[src/common/vswitch_pkg.sv]
// constants and types for the video switch mode control
//
// Overview of operation
// - power-down low grounds both outputs and both negative rails, any selection
// - power-down low resets both selection register fields to their default
// - mode pin high selects parallel mode; serial register writes are refused
// - parallel: output one code from pins, zero off, one to seven inputs
// - parallel: output two code decoded the same from its own pins
// - parallel, powered: channel one code zero disables rail, grounds output
// - parallel, powered: channel two code zero disables rail, grounds output
// - mode pin low selects serial mode, selections from register fields
// - serial, powered: channel one field zero grounds output and rail
// - serial, powered: channel two field zero grounds output and rail
// - serial fields use the same code, zero is off and the default
package vswitch_pkg;
    localparam int          CODE_W          = 3;
    localparam logic [2:0]  SEL_OFF         = 3'h0;
    localparam logic [2:0]  SEL_RESET_VAL   = 3'h0;
    localparam int          CLK_PERIOD_NS   = 10;
    localparam int          RESET_PULSE_NS  = 150;
    // least pulse, rounded up to whole cycles
    localparam int          RESET_PULSE_CYC =
        (RESET_PULSE_NS + CLK_PERIOD_NS - 1) / CLK_PERIOD_NS;
    typedef enum logic [1:0] {
        CH_DOWN,
        CH_OFF,
        CH_ON
    } chan_state_t;
endpackage

[src/rtl/video_switch_mode_control.sv]
// mode, power-down and source selection control of the 7:2 switch
`timescale 1ns/1ps
`default_nettype none
module video_switch_mode_control
    import vswitch_pkg::*;
(
    // clock, reset, enable
    input  wire logic        clock_in,
    input  wire logic        arst_n_in,
    input  wire logic        clk_en_in,
    // pins from the host
    input  wire logic        power_down_n_in,
    input  wire logic        parallel_mode_in,
    input  wire logic [2:0]  out1_source_select_in,
    input  wire logic [2:0]  out2_source_select_in,
    // register write port from the serial engine
    input  wire logic        reg_wr_in,
    input  wire logic        reg_addr_in,
    input  wire logic [2:0]  reg_wdata_in,
    // channel one
    output logic [2:0]       video_out_one_sel_out,
    output logic             neg_rail_one_en_out,
    output logic             video_out_one_gnd_out,
    // channel two
    output logic [2:0]       video_out_two_sel_out,
    output logic             neg_rail_two_en_out,
    output logic             video_out_two_gnd_out,
    // status
    output logic             power_down_out,
    output logic             serial_mode_out,
    output logic [2:0]       out1_field_out,
    output logic [2:0]       out2_field_out
);
    // reset release and pin synchronisers
    logic       rst_meta_ff;
    logic       rst_sync_ff;
    logic [1:0] pd_sync_ff;
    logic [1:0] ps_sync_ff;
    logic [2:0] s1_meta_ff;
    logic [2:0] s1_sync_ff;
    logic [2:0] s2_meta_ff;
    logic [2:0] s2_sync_ff;
    // selection register fields
    logic [2:0] field1_ff;
    logic [2:0] nxt_field1;
    logic [2:0] field2_ff;
    logic [2:0] nxt_field2;
    // decoded mode and per-channel controls
    logic [2:0] code1;
    logic [2:0] code2;
    logic [2:0] sel1;
    logic [2:0] sel2;
    logic       power_on;
    logic       serial_mode;
    logic       rail1;
    logic       rail2;
    logic       gnd1;
    logic       gnd2;
    // output registers and their next values
    logic [2:0] osel1_ff;
    logic [2:0] nxt_osel1;
    logic [2:0] osel2_ff;
    logic [2:0] nxt_osel2;
    logic       orail1_ff;
    logic       nxt_orail1;
    logic       orail2_ff;
    logic       nxt_orail2;
    logic       ognd1_ff;
    logic       nxt_ognd1;
    logic       ognd2_ff;
    logic       nxt_ognd2;
    logic       opd_ff;
    logic       nxt_opd;
    logic       oser_ff;
    logic       nxt_oser;

    // reset release through two flops
    always_ff @(posedge clock_in or negedge arst_n_in) begin
        if (!arst_n_in) begin
            rst_meta_ff <= 1'b0;
            rst_sync_ff <= 1'b0;
        end else begin
            rst_meta_ff <= 1'b1;
            rst_sync_ff <= rst_meta_ff;
        end
    end

    // pin synchronisers
    always_ff @(posedge clock_in or negedge rst_sync_ff) begin
        if (!rst_sync_ff) begin
            pd_sync_ff <= 2'h0;
            ps_sync_ff <= 2'h0;
            s1_meta_ff <= 3'h0;
            s1_sync_ff <= 3'h0;
            s2_meta_ff <= 3'h0;
            s2_sync_ff <= 3'h0;
        end else if (clk_en_in) begin
            pd_sync_ff <= {pd_sync_ff[0], power_down_n_in};
            ps_sync_ff <= {ps_sync_ff[0], parallel_mode_in};
            s1_meta_ff <= out1_source_select_in;
            s1_sync_ff <= s1_meta_ff;
            s2_meta_ff <= out2_source_select_in;
            s2_sync_ff <= s2_meta_ff;
        end
    end

    assign power_on    = pd_sync_ff[1];
    assign serial_mode = !ps_sync_ff[1];

    // register fields: cleared in power-down, written only in serial mode
    always_comb begin
        nxt_field1 = field1_ff;
        nxt_field2 = field2_ff;
        if (!power_on) begin
            nxt_field1 = SEL_RESET_VAL;
            nxt_field2 = SEL_RESET_VAL;
        end else if (reg_wr_in && serial_mode) begin
            if (!reg_addr_in)
                nxt_field1 = reg_wdata_in;
            else
                nxt_field2 = reg_wdata_in;
        end
    end

    always_ff @(posedge clock_in or negedge rst_sync_ff) begin
        if (!rst_sync_ff) begin
            field1_ff <= SEL_RESET_VAL;
            field2_ff <= SEL_RESET_VAL;
        end else if (clk_en_in) begin
            field1_ff <= nxt_field1;
            field2_ff <= nxt_field2;
        end
    end

    // source code per mode; pins ignored in serial mode
    always_comb begin
        if (serial_mode) begin
            code1 = field1_ff;
            code2 = field2_ff;
        end else begin
            code1 = s1_sync_ff;
            code2 = s2_sync_ff;
        end
    end

    chan_decode u_ch1 (
        .code_in     (code1),
        .power_on_in (power_on),
        .mux_sel_out (sel1),
        .rail_en_out (rail1),
        .ground_out  (gnd1)
    );

    chan_decode u_ch2 (
        .code_in     (code2),
        .power_on_in (power_on),
        .mux_sel_out (sel2),
        .rail_en_out (rail2),
        .ground_out  (gnd2)
    );

    // next output values; held while the enable is low
    always_comb begin
        nxt_osel1  = osel1_ff;
        nxt_osel2  = osel2_ff;
        nxt_orail1 = orail1_ff;
        nxt_orail2 = orail2_ff;
        nxt_ognd1  = ognd1_ff;
        nxt_ognd2  = ognd2_ff;
        nxt_opd    = opd_ff;
        nxt_oser   = oser_ff;
        if (clk_en_in) begin
            nxt_osel1  = sel1;
            nxt_osel2  = sel2;
            nxt_orail1 = rail1;
            nxt_orail2 = rail2;
            nxt_ognd1  = gnd1;
            nxt_ognd2  = gnd2;
            nxt_opd    = !power_on;
            nxt_oser   = serial_mode;
        end
    end

    // output registers
    always_ff @(posedge clock_in or negedge rst_sync_ff) begin
        if (!rst_sync_ff) begin
            osel1_ff  <= SEL_OFF;
            osel2_ff  <= SEL_OFF;
            orail1_ff <= 1'b0;
            orail2_ff <= 1'b0;
            ognd1_ff  <= 1'b1;
            ognd2_ff  <= 1'b1;
            opd_ff    <= 1'b1;
            oser_ff   <= 1'b0;
        end else begin
            osel1_ff  <= nxt_osel1;
            osel2_ff  <= nxt_osel2;
            orail1_ff <= nxt_orail1;
            orail2_ff <= nxt_orail2;
            ognd1_ff  <= nxt_ognd1;
            ognd2_ff  <= nxt_ognd2;
            opd_ff    <= nxt_opd;
            oser_ff   <= nxt_oser;
        end
    end

    assign video_out_one_sel_out = osel1_ff;
    assign neg_rail_one_en_out   = orail1_ff;
    assign video_out_one_gnd_out = ognd1_ff;
    assign video_out_two_sel_out = osel2_ff;
    assign neg_rail_two_en_out   = orail2_ff;
    assign video_out_two_gnd_out = ognd2_ff;
    assign power_down_out        = opd_ff;
    assign serial_mode_out       = oser_ff;
    assign out1_field_out        = field1_ff;
    assign out2_field_out        = field2_ff;

    // checks: power-down
    chk_pd_grounds: assert property (@(posedge clock_in)
        disable iff (!rst_sync_ff)
        clk_en_in && !power_on |=> ognd1_ff && ognd2_ff
            && !orail1_ff && !orail2_ff)
        else $error("outputs not grounded in power-down");
    chk_pd_sel_off: assert property (@(posedge clock_in)
        disable iff (!rst_sync_ff)
        clk_en_in && !power_on |=> osel1_ff == 3'h0
            && osel2_ff == 3'h0)
        else $error("mux selects not off in power-down");
    chk_pd_status: assert property (@(posedge clock_in)
        disable iff (!rst_sync_ff)
        clk_en_in |=> power_down_out == !$past(power_on))
        else $error("power-down status wrong");
    chk_pd_clears: assert property (@(posedge clock_in)
        disable iff (!rst_sync_ff)
        clk_en_in && !power_on |=> field1_ff == 3'h0
            && field2_ff == 3'h0)
        else $error("fields not cleared by power-down");

    // checks: mode and register fields
    chk_mode_status: assert property (@(posedge clock_in)
        disable iff (!rst_sync_ff)
        clk_en_in |=> serial_mode_out == !$past(ps_sync_ff[1]))
        else $error("mode status wrong");
    chk_par_nowrite: assert property (@(posedge clock_in)
        disable iff (!rst_sync_ff)
        clk_en_in && power_on && !serial_mode |=> $stable(field1_ff)
            && $stable(field2_ff))
        else $error("field written in parallel mode");
    chk_ser_wr_one: assert property (@(posedge clock_in)
        disable iff (!rst_sync_ff)
        clk_en_in && power_on && serial_mode && reg_wr_in && !reg_addr_in
            |=> field1_ff == $past(reg_wdata_in))
        else $error("channel one field write lost");
    chk_ser_wr_two: assert property (@(posedge clock_in)
        disable iff (!rst_sync_ff)
        clk_en_in && power_on && serial_mode && reg_wr_in && reg_addr_in
            |=> field2_ff == $past(reg_wdata_in))
        else $error("channel two field write lost");

    // checks: parallel mode
    chk_par_one: assert property (@(posedge clock_in)
        disable iff (!rst_sync_ff)
        clk_en_in && power_on && !serial_mode
            |=> osel1_ff == $past(s1_sync_ff))
        else $error("channel one pin code not routed");
    chk_par_two: assert property (@(posedge clock_in)
        disable iff (!rst_sync_ff)
        clk_en_in && power_on && !serial_mode
            |=> osel2_ff == $past(s2_sync_ff))
        else $error("channel two pin code not routed");
    chk_rail_one: assert property (@(posedge clock_in)
        disable iff (!rst_sync_ff)
        clk_en_in && power_on && !serial_mode
            |=> orail1_ff == ($past(s1_sync_ff) != 3'h0))
        else $error("channel one rail wrong");
    chk_rail_two: assert property (@(posedge clock_in)
        disable iff (!rst_sync_ff)
        clk_en_in && power_on && !serial_mode
            |=> orail2_ff == ($past(s2_sync_ff) != 3'h0))
        else $error("channel two rail wrong");
    chk_gnd_one: assert property (@(posedge clock_in)
        disable iff (!rst_sync_ff)
        clk_en_in && power_on && !serial_mode
            |=> ognd1_ff == ($past(s1_sync_ff) == 3'h0))
        else $error("channel one ground wrong");
    chk_gnd_two: assert property (@(posedge clock_in)
        disable iff (!rst_sync_ff)
        clk_en_in && power_on && !serial_mode
            |=> ognd2_ff == ($past(s2_sync_ff) == 3'h0))
        else $error("channel two ground wrong");

    // checks: serial mode
    chk_ser_one: assert property (@(posedge clock_in)
        disable iff (!rst_sync_ff)
        clk_en_in && power_on && serial_mode
            |=> osel1_ff == $past(field1_ff)
            && ognd1_ff == ($past(field1_ff) == 3'h0))
        else $error("channel one field not routed");
    chk_ser_two: assert property (@(posedge clock_in)
        disable iff (!rst_sync_ff)
        clk_en_in && power_on && serial_mode
            |=> osel2_ff == $past(field2_ff)
            && ognd2_ff == ($past(field2_ff) == 3'h0))
        else $error("channel two field not routed");
    chk_ser_rail_one: assert property (@(posedge clock_in)
        disable iff (!rst_sync_ff)
        clk_en_in && power_on && serial_mode
            |=> orail1_ff == ($past(field1_ff) != 3'h0))
        else $error("channel one rail wrong in serial mode");
    chk_ser_rail_two: assert property (@(posedge clock_in)
        disable iff (!rst_sync_ff)
        clk_en_in && power_on && serial_mode
            |=> orail2_ff == ($past(field2_ff) != 3'h0))
        else $error("channel two rail wrong in serial mode");
endmodule
`default_nettype wire

[src/rtl/chan_decode.sv]
// one output channel: source code to mux select, rail and ground
`timescale 1ns/1ps
`default_nettype none
module chan_decode
    import vswitch_pkg::*;
(
    input  wire logic [2:0] code_in,
    input  wire logic       power_on_in,
    output logic [2:0]      mux_sel_out,
    output logic            rail_en_out,
    output logic            ground_out
);
    // zero code or power-down grounds output and disables the rail
    always_comb begin
        if (!power_on_in) begin
            mux_sel_out = SEL_OFF;
            rail_en_out = 1'b0;
            ground_out  = 1'b1;
        end else if (code_in == SEL_OFF) begin
            mux_sel_out = SEL_OFF;
            rail_en_out = 1'b0;
            ground_out  = 1'b1;
        end else begin
            mux_sel_out = code_in;
            rail_en_out = 1'b1;
            ground_out  = 1'b0;
        end
    end
endmodule
`default_nettype wire

[config.mk]
export PLATFORM = sky130hd
export DESIGN_NAME = video_switch_mode_control
export DESIGN_NICKNAME = d
export VERILOG_FILES = /design/src/common/vswitch_pkg.sv /design/src/rtl/video_switch_mode_control.sv /design/src/rtl/chan_decode.sv
export SDC_FILE = /design/constraint.sdc
export NUM_CORES = 1
export LEC_CHECK = 0
export ABC_AREA = 1
export ABC_CLOCK_PERIOD_IN_PS = 1300
export CAP_MARGIN = 20
export CORE_MARGIN = 5
export CORE_UTILIZATION = 55
export CTS_CLUSTER_SIZE = 30
export DETAILED_ROUTE_END_ITERATION = 8
export DONT_BUFFER_PORTS = 1
export GPL_TIMING_DRIVEN = 1
export PLACE_DENSITY = 0.73
export SYNTH_ARGS = -nofsm -noshare
export SYNTH_HDL_FRONTEND = slang
export SYNTH_SLANG_ARGS = --single-unit
[constraint.sdc]
create_clock -name clock_in -period 1.3 [get_ports clock_in]
set_clock_uncertainty 0.2 [all_clocks]
set_input_delay 0.26 -clock clock_in [delete_from_list [all_inputs] [get_ports clock_in]]
set_output_delay 0.26 -clock clock_in [all_outputs]
set_load 0.01 [all_outputs]
# [Word level (Yosys, flattened, before mapping)]
# Cells that the tools add are included.
[op_classes] addsub=0 mul=0 div=0 magnitude_cmp=0 n_eq_ne=3 shift=0 mux=20 bitwise=0 n_reduce_logical=7
[op_table] operator="$mux W3" count=12
[op_table] operator="$mux W1" count=8
[op_table] operator="$logic_not A3 Y1" count=2
[op_table] operator="$reduce_and A3 Y1" count=2
[op_table] operator="$ne A2 B2 Y1 const B" count=2
[op_table] operator="$logic_not A1 Y1" count=2
[op_table] operator="$ne A2 B1 Y1 const B" count=1
[op_table] operator="$logic_and A1 B1 Y1" count=1
[word_totals] ff_bits=36 latchBits=0 mem_bits_rw=0 mem_bits_ro=0 in_bits=16 output_inout_bits=18 word_cells=48 memories=0

# [Depth between registers and ports, before layout]
# Gate-level depths: netlist of run 1.
[logic_depth] depth_word=4 mapped_depth=7 ltp_nobuf=6

# [Cells and area by module]
# A second synthesis of run 1 with hierarchy kept.
[unflattened] cells_unflattened=193 hier_area_um2=1581.5
[by_module_without_submodules] mod="video_switch_mode_control" n_inst=1 cells_per_inst=171 area_per_inst_um2=1496.4 seq_area_each_um2=904.6
[by_module_without_submodules] mod="chan_decode" n_inst=2 cells_per_inst=11 area_per_inst_um2=42.5 seq_area_each_um2=0.0

# [Worst setup path before layout of run 1]
# Ideal clock, no wire load.
[synth_timing] kind="register -> register" startpoint="register ps_sync_ff[1]" endpoint="register orail1_ff, in the netlist neg_rail_one_en_out" setup_time_ns=0.117 arrival_ns=0.855 required_time_ns=0.983 slack_ns=0.127 path_stages_with_launch=8 n_path_buf=1 period_less_slack_ns=1.173 cell_sequence="dfrtp_1 buf_6 inv_8 nand2_1 nand2_1 nand3_1 nand3_1 nand2_1"
[synth_between] elab_chain_len=4
[synth_rtl] element="start, declared" line_no="video_switch_mode_control.sv:38" rtl="logic [1:0] ps_sync_ff;"
[synth_rtl] element="start signal, assigned" line_no="video_switch_mode_control.sv:99" rtl="ps_sync_ff <= {ps_sync_ff[0], parallel_mode_in};"
[synth_rtl] element="$mux W3" line_no="video_switch_mode_control.sv:137" rtl="if (serial_mode) begin"
[synth_rtl] element="$logic_not A3 Y1" line_no="chan_decode.sv:19" rtl="end else if (code_in == SEL_OFF) begin"
[synth_rtl] element="$mux W1" line_no="chan_decode.sv:19"
[synth_rtl] element="$mux W1" line_no="chan_decode.sv:15" rtl="if (!power_on_in) begin"
[synth_rtl] element="end signal, assigned" line_no="video_switch_mode_control.sv:198" rtl="orail1_ff <= nxt_orail1;"
[synth_rtl] element="end, declared" line_no="video_switch_mode_control.sv:64" rtl="logic orail1_ff;"
# Every way passes these cells.
# A chain may end at the register's enable or synchronous reset.

# [Worst setup path after layout of run 1]
[layout_timing] startpoint="register ognd1_ff, in the netlist video_out_one_gnd_out" endpoint="output video_out_one_gnd_out"
[layout_rtl] element="start, declared" line_no="video_switch_mode_control.sv:68" rtl="logic ognd1_ff;"
[layout_rtl] element="start signal, assigned" line_no="video_switch_mode_control.sv:200" rtl="ognd1_ff <= nxt_ognd1;"
[layout_rtl] element="end, declared" line_no="video_switch_mode_control.sv:23" rtl="output logic video_out_one_gnd_out,"
# No word-level cell between the ends.

==> results of run 1 <==
==> final cells by class <==
type	instances	area share
sequential	36	0.4686
multi-input combinational	117	0.3191
timing repair buffer	26	0.1236
inverter	15	0.03689
clock buffer	6	0.02654
tap	31	0.02006
clock inverter	2	0.005178
==> registers in the layout, indices dropped and copies added, names as in the netlist, 2 cells and up <==
register,count
out1_field_out,3
out2_field_out,3
s1_meta_ff,3
s1_sync_ff,3
s2_meta_ff,3
s2_sync_ff,3
video_out_one_sel_out,3
video_out_two_sel_out,3
pd_sync_ff,2
ps_sync_ff,2
==> cell usage after synthesis, drive strengths merged <==
library cell,number,share of area
and2,2,0.0079
buf,7,0.032
dfstp,3,0.050
nand2,82,0.23
conb,1,0.0024
nand3,6,0.019
dfrtp,33,0.52
o21ai,21,0.067
nor2,2,0.014
a21oi,3,0.012
inv,15,0.040
==> cell usage in the layout (no fill, tap or decap), types with 3 or more instances in the layout <==
master	count
nand2_1	63
dfrtp_1	32
dlygate4sd3_1	16
o21ai_0	15
inv_1	12
nand2_2	11
buf_4	9
nand2_4	8
o21ai_1	6
clkbuf_4	5
nand3_2	4
dfstp_2	3
==> where the power goes <==
part	total (mW)	switching [mW]	internal [mW]
logic	0.516	0.293	0.223
clock network	0.614	0.356	0.257
registers	1.40	0.136	1.26
total	2.53	0.785	1.74
==> cell families (layout without fill, tap and decap cells) <==
logic type,after synthesis,in the layout
flip-flops,36,36
AO/OA/AOI/OAI,24,24
buffers and inverters,22,49
other,1,1
AND/OR/NAND/NOR,92,92
==> stage by stage <==
step	TNS (ns)	worst slack [ns]	hold slack, ns	instance area (um2)
2_1_floorplan	0	0.02958	-0.2356	1579
3_3_place_gp	0	0.01619	-0.2355	1620
3_5_place_dp	-0.009162	-0.009162	-0.2355	1620
4_1_cts	-0.2359	-0.08330	-0.1947	1858
5_1_grt	-0.4026	-0.1080	-0.2009	1933
6_report	-0.2037	-0.07075	-0.1921	1933
==> how the worst min path moves through the flow <==
stage	to	slack [ns]	depth (start not counted)	startpoint
3_3_place_gp	rst_meta_ff	-0.24	0	arst_n_in
6_report	s1_sync_ff[2]	-0.19	1	clk_en_in
5_1_grt	s1_sync_ff[0]	-0.20	1	clk_en_in
3_5_place_dp	rst_sync_ff	-0.24	0	arst_n_in
4_1_cts	s1_sync_ff[2]	-0.19	1	clk_en_in
2_1_floorplan	rst_meta_ff	-0.24	0	arst_n_in
==> per-layer routing <==
layer	part of all wire	vias up	wire, um	global-route usage
met2	0.52	45	1783	0.2944
li1	-	589	-	-
met1	0.38	583	1297	0.2153
met5	0	-	0	0
met3	0.079	12	272	0.05506
met4	0.027	0	92	0.06234
==> what timing repair did <==
action                     in CTS  in global routing
setup endpoints to repair       4                 13
hold endpoints to repair       32                 13
pin swaps                       2                  7
resized for setup               3                 17
setup buffers                   1                  2
==> reports/summary.txt, run 1 <==
OUTCOME
-----------------------------------------------------------------------------------------------------------------
Status ............................................................................................. complete, but fails checks
Violations in the final reports .................................................................... negative hold slack, negative setup slack

CTS
-----------------------------------------------------------------------------------------------------------------
TritonCTS Buffers ..................................................................................            5
Clock-pin transition on the worst setup and hold timing paths ......................................      0.11 ns
Bufs on Longest Clock Path .........................................................................            2
Number of sinks driven by the clock tree ...........................................................           36
Root Buffer ........................................................................................     clkbuf_4
Hold buffers post-CTS ..............................................................................           16
Clock tree from TritonCTS ..........................................................................          yes
Number of H-tree levels ............................................................................            2
Clock latency on the worst-skew pair ...............................................................      0.34 ns

CELLS AND AREA
-----------------------------------------------------------------------------------------------------------------
Synthesis-to-finish area growth ....................................................................       22.42%
Non-filler instance count after layout .............................................................          233
Post-route core utilization ........................................................................       0.7010
Diode insertion count for antenna repair ...........................................................            0
Final nets .........................................................................................          217
Share of final-layout standard cells stronger than drive strength 1 ................................       0.2673
Sequential cell area in the final layout ...........................................................    905.9 um2
Number of filler instances in the final layout .....................................................          202
Area of the multi-input gates ......................................................................    616.8 um2

SYNTHESIS
-----------------------------------------------------------------------------------------------------------------
Simple-gate share of the synthesized area ..........................................................       0.2742
Share of synthesized area spent on multiplexers ....................................................            0
Syn avg cell area ..................................................................................    9.023 um2
Net count after synthesis ..........................................................................          191
Cell count after synthesis .........................................................................          175
Ys Warns ...........................................................................................            0
Parity-gate share of the synthesized area counting xor and xnor cells ..............................            0
Synth Area in Compound Gates .......................................................................      0.07845
Synthesis-stage register bit count .................................................................           36
Post-synthesis cell area ...........................................................................     1579 um2
Unique cell type count in the Yosys netlist ........................................................           19
Arithmetic-cell share of the synthesized area counting full adders, half adders and majority gates .            0
Largest family of logic cells by synthesized area .................................................. simple AND/OR/NAND/NOR gates
Post-synthesis sequential area ratio ...............................................................       0.5729

GLOBAL ROUTING
-----------------------------------------------------------------------------------------------------------------
Antenna violations before repair ...................................................................            0
Maximum number of pins on one net before global-route repair .......................................           30
Tot GR Track Use ...................................................................................       0.1772
Global-route wire length before repair .............................................................      5609 um
GRT overflow .......................................................................................            0
Vias in the first global route .....................................................................         1199

DRT
-----------------------------------------------------------------------------------------------------------------
First-pass detailed-route iteration total ..........................................................            4
Vias ...............................................................................................         1229
Final ANT Viol Nets ................................................................................            0
Detailed Route WL ..................................................................................      3445 um
Drt first-iter violations ..........................................................................           37
Average vias per placed instance ...................................................................        5.275
WL/cell ............................................................................................     14.79 um
DRC ................................................................................................            0

DIE
-----------------------------------------------------------------------------------------------------------------
Initial Utilization ................................................................................       0.5726
Floorplan Core Area ................................................................................     2758 um2
Die footprint ......................................................................................     4042 um2
Core Rows ..........................................................................................           19
Die Width ..........................................................................................     63.58 um
Height of the die ..................................................................................     63.58 um
IO Count ...........................................................................................           34

STA
-----------------------------------------------------------------------------------------------------------------
Tcrit/Tclk final ...................................................................................        1.054
Pins Over Slew Limit ...............................................................................            0
Achievable Freq ....................................................................................    729.5 MHz
Final Hold Fails ...................................................................................           16
Setup repair after global routing missed its margin ................................................          yes
Min Hold Slack .....................................................................................   -0.1921 ns
Total of endpoints with negative setup slack in the final report ...................................            3
Shortest clock period the worst path allows after layout ...........................................     1.371 ns
Final setup margin .................................................................................  -0.07075 ns

SETUP PATH
-----------------------------------------------------------------------------------------------------------------
Startpoint type of the worst setup path ............................................................    flip-flop
Worst setup path start ............................................................................. video_out_one_gnd_out
Endpoint class of the critical path ................................................................  output port
Number of cells traversed by the worst register-to-register path ...................................            7
Worst flop-to-flop path startpoint ................................................................. ps_sync_ff[1]
Flop-to-flop setup slack ...........................................................................      0.02 ns
Capturing instance or port of the critical path .................................................... video_out_one_gnd_out
WP data required ...................................................................................      0.84 ns
Worst-path fanout max ..............................................................................            2
Startpoint-to-endpoint class of the critical path .................................................. flip-flop to output port
Endpoint of the lowest-slack register-to-register path ............................................. out1_field_out[0]
Number of gates on the worst path with buffers counted .............................................            0
Worst endpoint data arrival time ...................................................................      0.91 ns

POWER
-----------------------------------------------------------------------------------------------------------------
Power per standard cell area .......................................................................  1306 nW/um2
LEAKAGE ............................................................................................    0.9390 nW
Tot Pwr ............................................................................................     2.525 mW
Maximum VDD drop ...................................................................................      1209 uV

RUN
-----------------------------------------------------------------------------------------------------------------
Number of max-cap violations .......................................................................            0

PLACED DESIGN
-----------------------------------------------------------------------------------------------------------------
Placed insts .......................................................................................          206
Number of input and output port buffers inserted ...................................................            0
RD Place Congestion ................................................................................       0.8140
HPWL reported at the end of detailed placement .....................................................      2261 um

HOLD PATH
-----------------------------------------------------------------------------------------------------------------
Tightest Hold Check Type ........................................................................... input pin to flip-flop

Note: power is estimated with default switching activity, not from simulation.
==> run 2, diff against run 1 <==
--- a/config.mk
+++ b/config.mk
@@ -14,7 +14,8 @@
 export DETAILED_ROUTE_END_ITERATION = 8
 export DONT_BUFFER_PORTS = 1
 export GPL_TIMING_DRIVEN = 1
-export PLACE_DENSITY = 0.73
+export PLACE_DENSITY_LB_ADDON = 0.12
+export SLEW_MARGIN = 30
 export SYNTH_ARGS = -nofsm -noshare
 export SYNTH_HDL_FRONTEND = slang
 export SYNTH_SLANG_ARGS = --single-unit
==> run 2 against run 1 <==
  * The flow still finishes with violations (negative hold slack, negative setup slack)
  * Cell count fell by 1.3%
  * Via count fell by 3.5%
  * Fmax barely moved
  * Core utilization rose by 2.5 points
  * Sequential share of layout area fell by 1.6 points
  * Sequential cell count did not move
  * Critical path type unchanged
==> reports/summary.txt, run 2 (synthesized netlist as in run 1, its figures left out) <==
GLOBAL ROUTING
----------------------------------------------------------------------------------
Vias in the first global route ......................................         1206   was 1199
GRT overflow ........................................................            0   unchanged
Maximum number of pins on one net before global-route repair ........           35   was 30
Antenna violations before repair ....................................            0   unchanged
Tot GR Track Use ....................................................       0.1726   was 0.1772
Global-route wire length before repair ..............................      5423 um   was 5609 um

STA
----------------------------------------------------------------------------------
Final setup margin ..................................................  -0.06950 ns   was -0.07075 ns
Pins Over Slew Limit ................................................            0   unchanged
Achievable Freq .....................................................    730.2 MHz   was 729.5 MHz
Min Hold Slack ......................................................   -0.1855 ns   was -0.1921 ns
Total of endpoints with negative setup slack in the final report ....           10   was 3
Shortest clock period the worst path allows after layout ............     1.370 ns   was 1.371 ns
Final Hold Fails ....................................................           14   was 16
TNS Setup ...........................................................   -0.3874 ns   was -0.2037 ns
Setup repair after global routing missed its margin .................          yes   unchanged
Tcrit/Tclk final ....................................................        1.053   was 1.054

CELLS AND AREA
----------------------------------------------------------------------------------
Commonest cells after routing, fill and taps aside .................. 58 x nand2_1, 31 x dfrtp_1, 15 x dlygate4sd3_1   was 63 x nand2_1, 32 x dfrtp_1, 16 x dlygate4sd3_1
Most common library cell in the layout ignoring fill and taps .......      nand2_1   unchanged
Area of the multi-input gates .......................................    690.7 um2   was 616.8 um2
Final nets ..........................................................          214   was 217
Share of final-layout standard cells stronger than drive strength 1 .       0.3065   was 0.2673
Number of filler instances in the final layout ......................          202   unchanged
Sequential cell area in the final layout ............................    907.1 um2   was 905.9 um2
Diode insertion count for antenna repair ............................            0   unchanged
Synthesis-to-finish area growth .....................................       26.86%   was 22.42%

SETUP PATH
----------------------------------------------------------------------------------
Number of cells traversed by the worst register-to-register path ....            6   was 7
Worst-path fanout max ...............................................            2   unchanged
Startpoint type of the worst setup path .............................    flip-flop   unchanged
Startpoint-to-endpoint class of the critical path ................... flip-flop to output port   unchanged
Endpoint of the lowest-slack register-to-register path .............. out1_field_out[2]   was out1_field_out[0]
Worst endpoint data arrival time ....................................      0.91 ns   about the same
Flop-to-flop setup slack ............................................     -0.04 ns   was 0.02 ns
Endpoint class of the critical path .................................  output port   unchanged
WP data required ....................................................      0.84 ns   about the same
Worst flop-to-flop path startpoint .................................. ps_sync_ff[1]   unchanged

PLACED DESIGN
----------------------------------------------------------------------------------
HPWL reported at the end of detailed placement ......................      2144 um   was 2261 um
Worst slack at placement ............................................  -0.04912 ns   was -0.009162 ns
RD Place Congestion .................................................       0.8155   was 0.8140
Number of input and output port buffers inserted ....................            0   unchanged

CTS
----------------------------------------------------------------------------------
TritonCTS Buffers ...................................................            5   unchanged
Hold buffers post-CTS ...............................................           15   was 16
Number of sinks driven by the clock tree ............................           36   unchanged
Clock latency on the worst-skew pair ................................      0.34 ns   about the same
Clock-pin transition on the worst setup and hold timing paths .......      0.11 ns   about the same
Root Buffer .........................................................     clkbuf_4   unchanged
Clock tree from TritonCTS ...........................................          yes   unchanged
Bufs on Longest Clock Path ..........................................            2   unchanged
Number of H-tree levels .............................................            2   unchanged

RUN
----------------------------------------------------------------------------------
Number of max-cap violations ........................................            0   unchanged

POWER
----------------------------------------------------------------------------------
LEAKAGE .............................................................    0.9548 nW   was 0.9390 nW
Power per standard cell area ........................................  1352 nW/um2   was 1306 nW/um2
Maximum VDD drop ....................................................      1555 uV   was 1209 uV

DRT
----------------------------------------------------------------------------------
Average vias per placed instance ....................................        5.157   was 5.275
Detailed Route WL ...................................................      3179 um   was 3445 um
Final ANT Viol Nets .................................................            0   unchanged
Drt first-iter violations ...........................................           41   was 37
DRC .................................................................            0   unchanged
First-pass detailed-route iteration total ...........................            4   unchanged
Vias ................................................................         1186   was 1229
WL/cell .............................................................     13.82 um   was 14.79 um

DIE
----------------------------------------------------------------------------------
Height of the die ...................................................     63.58 um   unchanged
Core Rows ...........................................................           19   unchanged
Floorplan Core Area .................................................     2758 um2   unchanged
Die footprint .......................................................     4042 um2   unchanged
Initial Utilization .................................................       0.5726   unchanged
Die Width ...........................................................     63.58 um   unchanged
IO Count ............................................................           34   unchanged

OUTCOME
----------------------------------------------------------------------------------
Status .............................................................. complete, but fails checks   unchanged
Violations in the final reports ..................................... negative hold slack, negative setup slack   unchanged

HOLD PATH
----------------------------------------------------------------------------------
Cell count of the worst hold path ...................................            1   unchanged
Tightest Hold Check Type ............................................ input pin to flip-flop   unchanged
Launch instance of the worst min-delay path .........................    clk_en_in   unchanged
Worst Hold Endpoint ................................................. s1_sync_ff[2]   unchanged

run 2: cell count changes in the layout (fill, tap and decap cells not counted), moves of 2 or more:
| cell | delta |
|---|---|
| nand2_1 | -5 |
| o21ai_2 | +4 |
| nand2_2 | -2 |
| buf_4 | -3 |
| o21ai_1 | -3 |
| nand2_4 | +6 |
run 2: worst max path at each step:
stage | to | startpoint | slack (ns) | cells past startpoint
floorplan | neg_rail_one_en_out | rst_sync_ff | 0.03 | 0
global placement | neg_rail_two_en_out | ps_sync_ff[1] | -0.03 | 6
detailed placement | neg_rail_two_en_out | ps_sync_ff[1] | -0.05 | 6
CTS | video_out_two_gnd_out | video_out_two_gnd_out | -0.09 | 0
global route | video_out_two_gnd_out | video_out_two_gnd_out | -0.11 | 0
finish | video_out_two_gnd_out | video_out_two_gnd_out | -0.07 | 0
run 2: layer usage:
metal  global-route usage  routed length [um]
met2               0.2754                1604
met1               0.2106                1333
met4              0.06234                  48
met5                    0                   0
met3              0.06750                 193
run 2: cell type report:
class / instances / area share
clock buffer: 6 / 0.02061
inverter: 15 / 0.03186
timing repair buffer: 23 / 0.1131
tap: 31 / 0.01936
multi-input combinational: 117 / 0.3448
clock inverter: 2 / 0.01749
sequential: 36 / 0.4528
run 2: through the flow:
stage | std cells | area, um2 | power, mW | utilization | hold WS [ns]
2_1_floorplan | 175 | 1579 | 1.709 | - | -0.2356
3_3_place_gp | 205 | 1625 | 1.786 | 0.5894 | -0.2355
3_5_place_dp | 205 | 1625 | 1.798 | 0.5894 | -0.2355
4_1_cts | 230 | 1879 | 2.612 | 0.6815 | -0.2006
5_1_grt | 230 | 2003 | 2.873 | 0.7264 | -0.1970
6_report | 230 | 2003 | 2.708 | 0.7264 | -0.1855
run 2: power breakdown:
part           internal (mW)  switching, mW
clock network          0.403          0.348
registers               1.26          0.139
logic                  0.242          0.316
total                   1.91          0.803
run 2: timing repair:
item | 4_1_cts | 5_1_grt
buffers inserted | 2 | 0
pin swaps | 3 | 10
endpoints found under the hold margin | 34 | 14
endpoints found under the setup margin | 15 | 21
resized for setup | 5 | 32
==> run 3, diff against run 2 <==
--- a/config.mk
+++ b/config.mk
@@ -5,7 +5,6 @@
 export SDC_FILE = /design/constraint.sdc
 export NUM_CORES = 1
 export LEC_CHECK = 0
-export ABC_AREA = 1
 export ABC_CLOCK_PERIOD_IN_PS = 1300
 export CAP_MARGIN = 20
 export CORE_MARGIN = 5
==> run 3 against run 2 <==
  * The flow still finishes with violations (negative hold slack, negative setup slack)
  * Core utilization rose by 2.4 points
  * Combinational power rose by 49%
  * Non-clock buffer count rose by 11
  * Cell count fell by 19%
  * Total power rose by 6.3%
  * Fmax fell by 0.27%
  * Cell area rose by 1.6%
  * Critical path type unchanged
  * First-iteration DRC count rose by 66%
==> reports/summary.txt, run 3 <==
CELLS AND AREA
----------------------------------------------------------------------------------
Diode insertion count for antenna repair ............................            0   unchanged
Share of final-layout standard cells stronger than drive strength 1 .       0.4129   was 0.3065
Sequential cell area in the final layout ............................    904.6 um2   was 907.1 um2
Commonest cells after routing, fill and taps aside .................. 33 x dfrtp_1, 16 x mux2_2, 13 x dlygate4sd3_1   was 58 x nand2_1, 31 x dfrtp_1, 15 x dlygate4sd3_1
Area of the multi-input gates .......................................    660.6 um2   was 690.7 um2
Number of filler instances in the final layout ......................          195   was 202
Final nets ..........................................................          171   was 214
Most common library cell in the layout ignoring fill and taps .......      dfrtp_1   was nand2_1
Synthesis-to-finish area growth .....................................       31.98%   was 26.86%

DRT
----------------------------------------------------------------------------------
Vias ................................................................         1054   was 1186
DRC .................................................................            0   unchanged
Detailed Route WL ...................................................      3164 um   was 3179 um
Drt first-iter violations ...........................................           68   was 41
WL/cell .............................................................     17.01 um   was 13.82 um
Final ANT Viol Nets .................................................            0   unchanged
First-pass detailed-route iteration total ...........................            4   unchanged
Average vias per placed instance ....................................        5.667   was 5.157

SYNTHESIS
----------------------------------------------------------------------------------
Ys Warns ............................................................            0   unchanged
Net count after synthesis ...........................................          136   was 191
Unique cell type count in the Yosys netlist .........................           21   was 19
Asr flop ratio synth ................................................        1.000   unchanged
Syn avg cell area ...................................................    12.85 um2   was 9.023 um2
Synthesis-stage register bit count ..................................           36   unchanged
Post-synthesis cell area ............................................     1541 um2   was 1579 um2
Cell type with the highest aggregate area in the netlist ............      dfrtp_1   unchanged
Cell count after synthesis ..........................................          120   was 175
Most frequent cell after synthesis ..................................      dfrtp_1   was nand2_1
Post-synthesis sequential area ratio ................................       0.5869   was 0.5729
Main area contributors after synthesis .............................. dfrtp_1 54%, mux2_2 12%, nand3_1 5.8%   was dfrtp_1 52%, nand2_1 17%, dfstp_2 5.0%
Top cell type's share of synthesized area ...........................       0.5357   was 0.5230
Leading post-synthesis cells by instance count ...................... 33 x dfrtp_1, 18 x nand3_1, 16 x mux2_2, 10 x inv_1, 8 x mux2i_1   was 70 x nand2_1, 33 x dfrtp_1, 15 x o21ai_0, 12 x inv_1
Number of synthesized flops with an enable pin ......................            0   unchanged
Predominant post-synthesis flop cell ................................      dfrtp_1   unchanged

OUTCOME
----------------------------------------------------------------------------------
Status .............................................................. complete, but fails checks   unchanged
Violations in the final reports ..................................... negative hold slack, negative setup slack   unchanged

STA
----------------------------------------------------------------------------------
Final setup margin ..................................................  -0.07325 ns   was -0.06950 ns
Final Hold Fails ....................................................           34   was 14
Tcrit/Tclk final ....................................................        1.056   was 1.053
Shortest clock period the worst path allows after layout ............     1.373 ns   was 1.370 ns
Achievable Freq .....................................................    728.2 MHz   was 730.2 MHz
Min Hold Slack ......................................................   -0.2060 ns   was -0.1855 ns
Total of endpoints with negative setup slack in the final report ....           15   was 10
Pins Over Slew Limit ................................................            0   unchanged
Setup repair after global routing missed its margin .................          yes   unchanged

CTS
----------------------------------------------------------------------------------
Number of H-tree levels .............................................            2   unchanged
Clock latency on the worst-skew pair ................................      0.32 ns   was 0.34 ns
Hold buffers post-CTS ...............................................           13   was 15
Clock tree from TritonCTS ...........................................          yes   unchanged
Number of sinks driven by the clock tree ............................           36   unchanged
Clock-pin transition on the worst setup and hold timing paths .......      0.11 ns   about the same
Bufs on Longest Clock Path ..........................................            2   unchanged
Root Buffer .........................................................     clkbuf_4   unchanged
TritonCTS Buffers ...................................................            5   unchanged

DIE
----------------------------------------------------------------------------------
Core Rows ...........................................................           19   unchanged
Die Width ...........................................................     62.94 um   was 63.58 um
Initial Utilization .................................................       0.5688   was 0.5726
Die footprint .......................................................     3961 um2   was 4042 um2
Floorplan Core Area .................................................     2710 um2   was 2758 um2
Height of the die ...................................................     62.94 um   was 63.58 um
IO Count ............................................................           34   unchanged

SETUP PATH
----------------------------------------------------------------------------------
Number of gates on the worst path with buffers counted ..............            0   unchanged
Endpoint of the lowest-slack register-to-register path .............. video_out_one_gnd_out   was out1_field_out[2]
Worst setup path start .............................................. video_out_one_gnd_out   was video_out_two_gnd_out
Startpoint type of the worst setup path .............................    flip-flop   unchanged
Flop-to-flop setup slack ............................................     -0.04 ns   about the same
Worst endpoint data arrival time ....................................      0.91 ns   about the same
Worst-path fanout max ...............................................            2   unchanged
Number of cells traversed by the worst register-to-register path ....            3   was 6
Startpoint-to-endpoint class of the critical path ................... flip-flop to output port   unchanged
WP data required ....................................................      0.84 ns   about the same
Capturing instance or port of the critical path ..................... video_out_one_gnd_out   was video_out_two_gnd_out
Endpoint class of the critical path .................................  output port   unchanged
Worst flop-to-flop path startpoint .................................. ps_sync_ff[1]   unchanged

RUN
----------------------------------------------------------------------------------
Number of max-cap violations ........................................            0   unchanged

GLOBAL ROUTING
----------------------------------------------------------------------------------
GR met1 Demand/Resource .............................................       0.2092   was 0.2106
Vias in the first global route ......................................         1116   was 1206
Antenna violations before repair ....................................            0   unchanged
Global-route wire length before repair ..............................      5568 um   was 5423 um
Tot GR Track Use ....................................................       0.1796   was 0.1726
Maximum number of pins on one net before global-route repair ........           38   was 35
Global-route track usage on met2 ....................................       0.2833   was 0.2754
GRT overflow ........................................................            0   unchanged
Busiest metal layer after global routing ............................         met2   unchanged
Grt met3 use ........................................................      0.06835   was 0.06750

POWER
----------------------------------------------------------------------------------
Tot Pwr .............................................................     2.880 mW   was 2.708 mW
LEAKAGE .............................................................    0.9103 nW   was 0.9548 nW
Power per standard cell area ........................................  1416 nW/um2   was 1352 nW/um2
Maximum VDD drop ....................................................     975.4 uV   was 1555 uV

PLACED DESIGN
----------------------------------------------------------------------------------
RD Place Congestion .................................................       0.8374   was 0.8155
Number of input and output port buffers inserted ....................            0   unchanged
HPWL reported at the end of detailed placement ......................      2005 um   was 2144 um
Worst slack at placement ............................................  -0.06893 ns   was -0.04912 ns

HOLD PATH
----------------------------------------------------------------------------------
Tightest Hold Check Type ............................................ input pin to flip-flop   unchanged

## run 3: cell count changes after synthesis, moves of 6 or more
| cell | previous run | this run |
|---|---|---|
| mux2i_1 | 0 | 8 |
| mux2_2 | 0 | 16 |
| nand3_1 | 6 | 18 |
| o21ai_0 | 15 | 0 |
| nand2_4 | 6 | 0 |
| nand2b_1 | 0 | 6 |
| o21ai_1 | 6 | 0 |
| nand2_1 | 70 | 0 |
| o22ai_1 | 0 | 6 |
## run 3: report_power, final
part,switching [mW],internal [mW],total (mW),leakage [nW]
combinational,0.351,0.479,0.830,0.442
clock,0.334,0.199,0.533,0.0281
sequential,0.194,1.32,1.52,0.441
## run 3: worst min path at each step
stage / startpoint / end / slack, ns / depth (start not counted)
floorplan: arst_n_in / rst_meta_ff / -0.24 / 0
global placement: arst_n_in / rst_meta_ff / -0.24 / 0
detailed placement: arst_n_in / rst_meta_ff / -0.24 / 0
CTS: clk_en_in / power_down_out / -0.22 / 1
global route: clk_en_in / power_down_out / -0.24 / 1
finish: clk_en_in / power_down_out / -0.21 / 1
## run 3: final cells by class
cell class              instances  area share
flip-flops and latches         36      0.4446
inverters                      10     0.01845
repair buffers                 34      0.1704
clock buffers                   6     0.02030
clock inverters                 1    0.002460
multi-input cells              68      0.3247
well taps                      31     0.01907
## run 3: what timing repair did
item,in CTS,in global routing
pin swaps,8,13
endpoints found under the hold margin,36,34
gates resized for setup,21,6
setup buffers,8,1
endpoints found under the setup margin,16,23
## run 3: per-stage QoR
| step | hold WS [ns] | TNS (ns) | instances | area [um2] | util |
|---|---|---|---|---|---|
| 2_1_floorplan | -0.2356 | 0 | 120 | 1541 | - |
| 3_3_place_gp | -0.2355 | -0.1268 | 157 | 1650 | 0.6090 |
| 3_5_place_dp | -0.2355 | -0.3915 | 157 | 1650 | 0.6090 |
| 4_1_cts | -0.2239 | -0.6169 | 185 | 1998 | 0.7373 |
| 5_1_grt | -0.2377 | -1.700 | 186 | 2034 | 0.7507 |
| 6_report | -0.2060 | -0.5144 | 186 | 2034 | 0.7507 |
## run 3: kinds of logic after synthesis
kind of cell | Yosys count | share of synthesized area
flops | 36 | 0.5869
compound gates | 10 | 0.04871
buf+inv | 16 | 0.05357
simple gates | 33 | 0.1396
other cells | 1 | 0.002433
mux | 24 | 0.1688
## run 3: worst reg2reg max path: cells and delay by family, from the launching register on
kind | cells | cell delay, ns
flops | 1 | 0.44
simple gates | 1 | 0.29
buf+inv | 1 | 0.17
compound gates | 1 | 0.20
## run 3: per-layer routing
metal	wire length, um	vias to the layer above
met5	0	-
met1	1279	512
met2	1583	36
met4	72	0
met3	228	9
li1	-	497
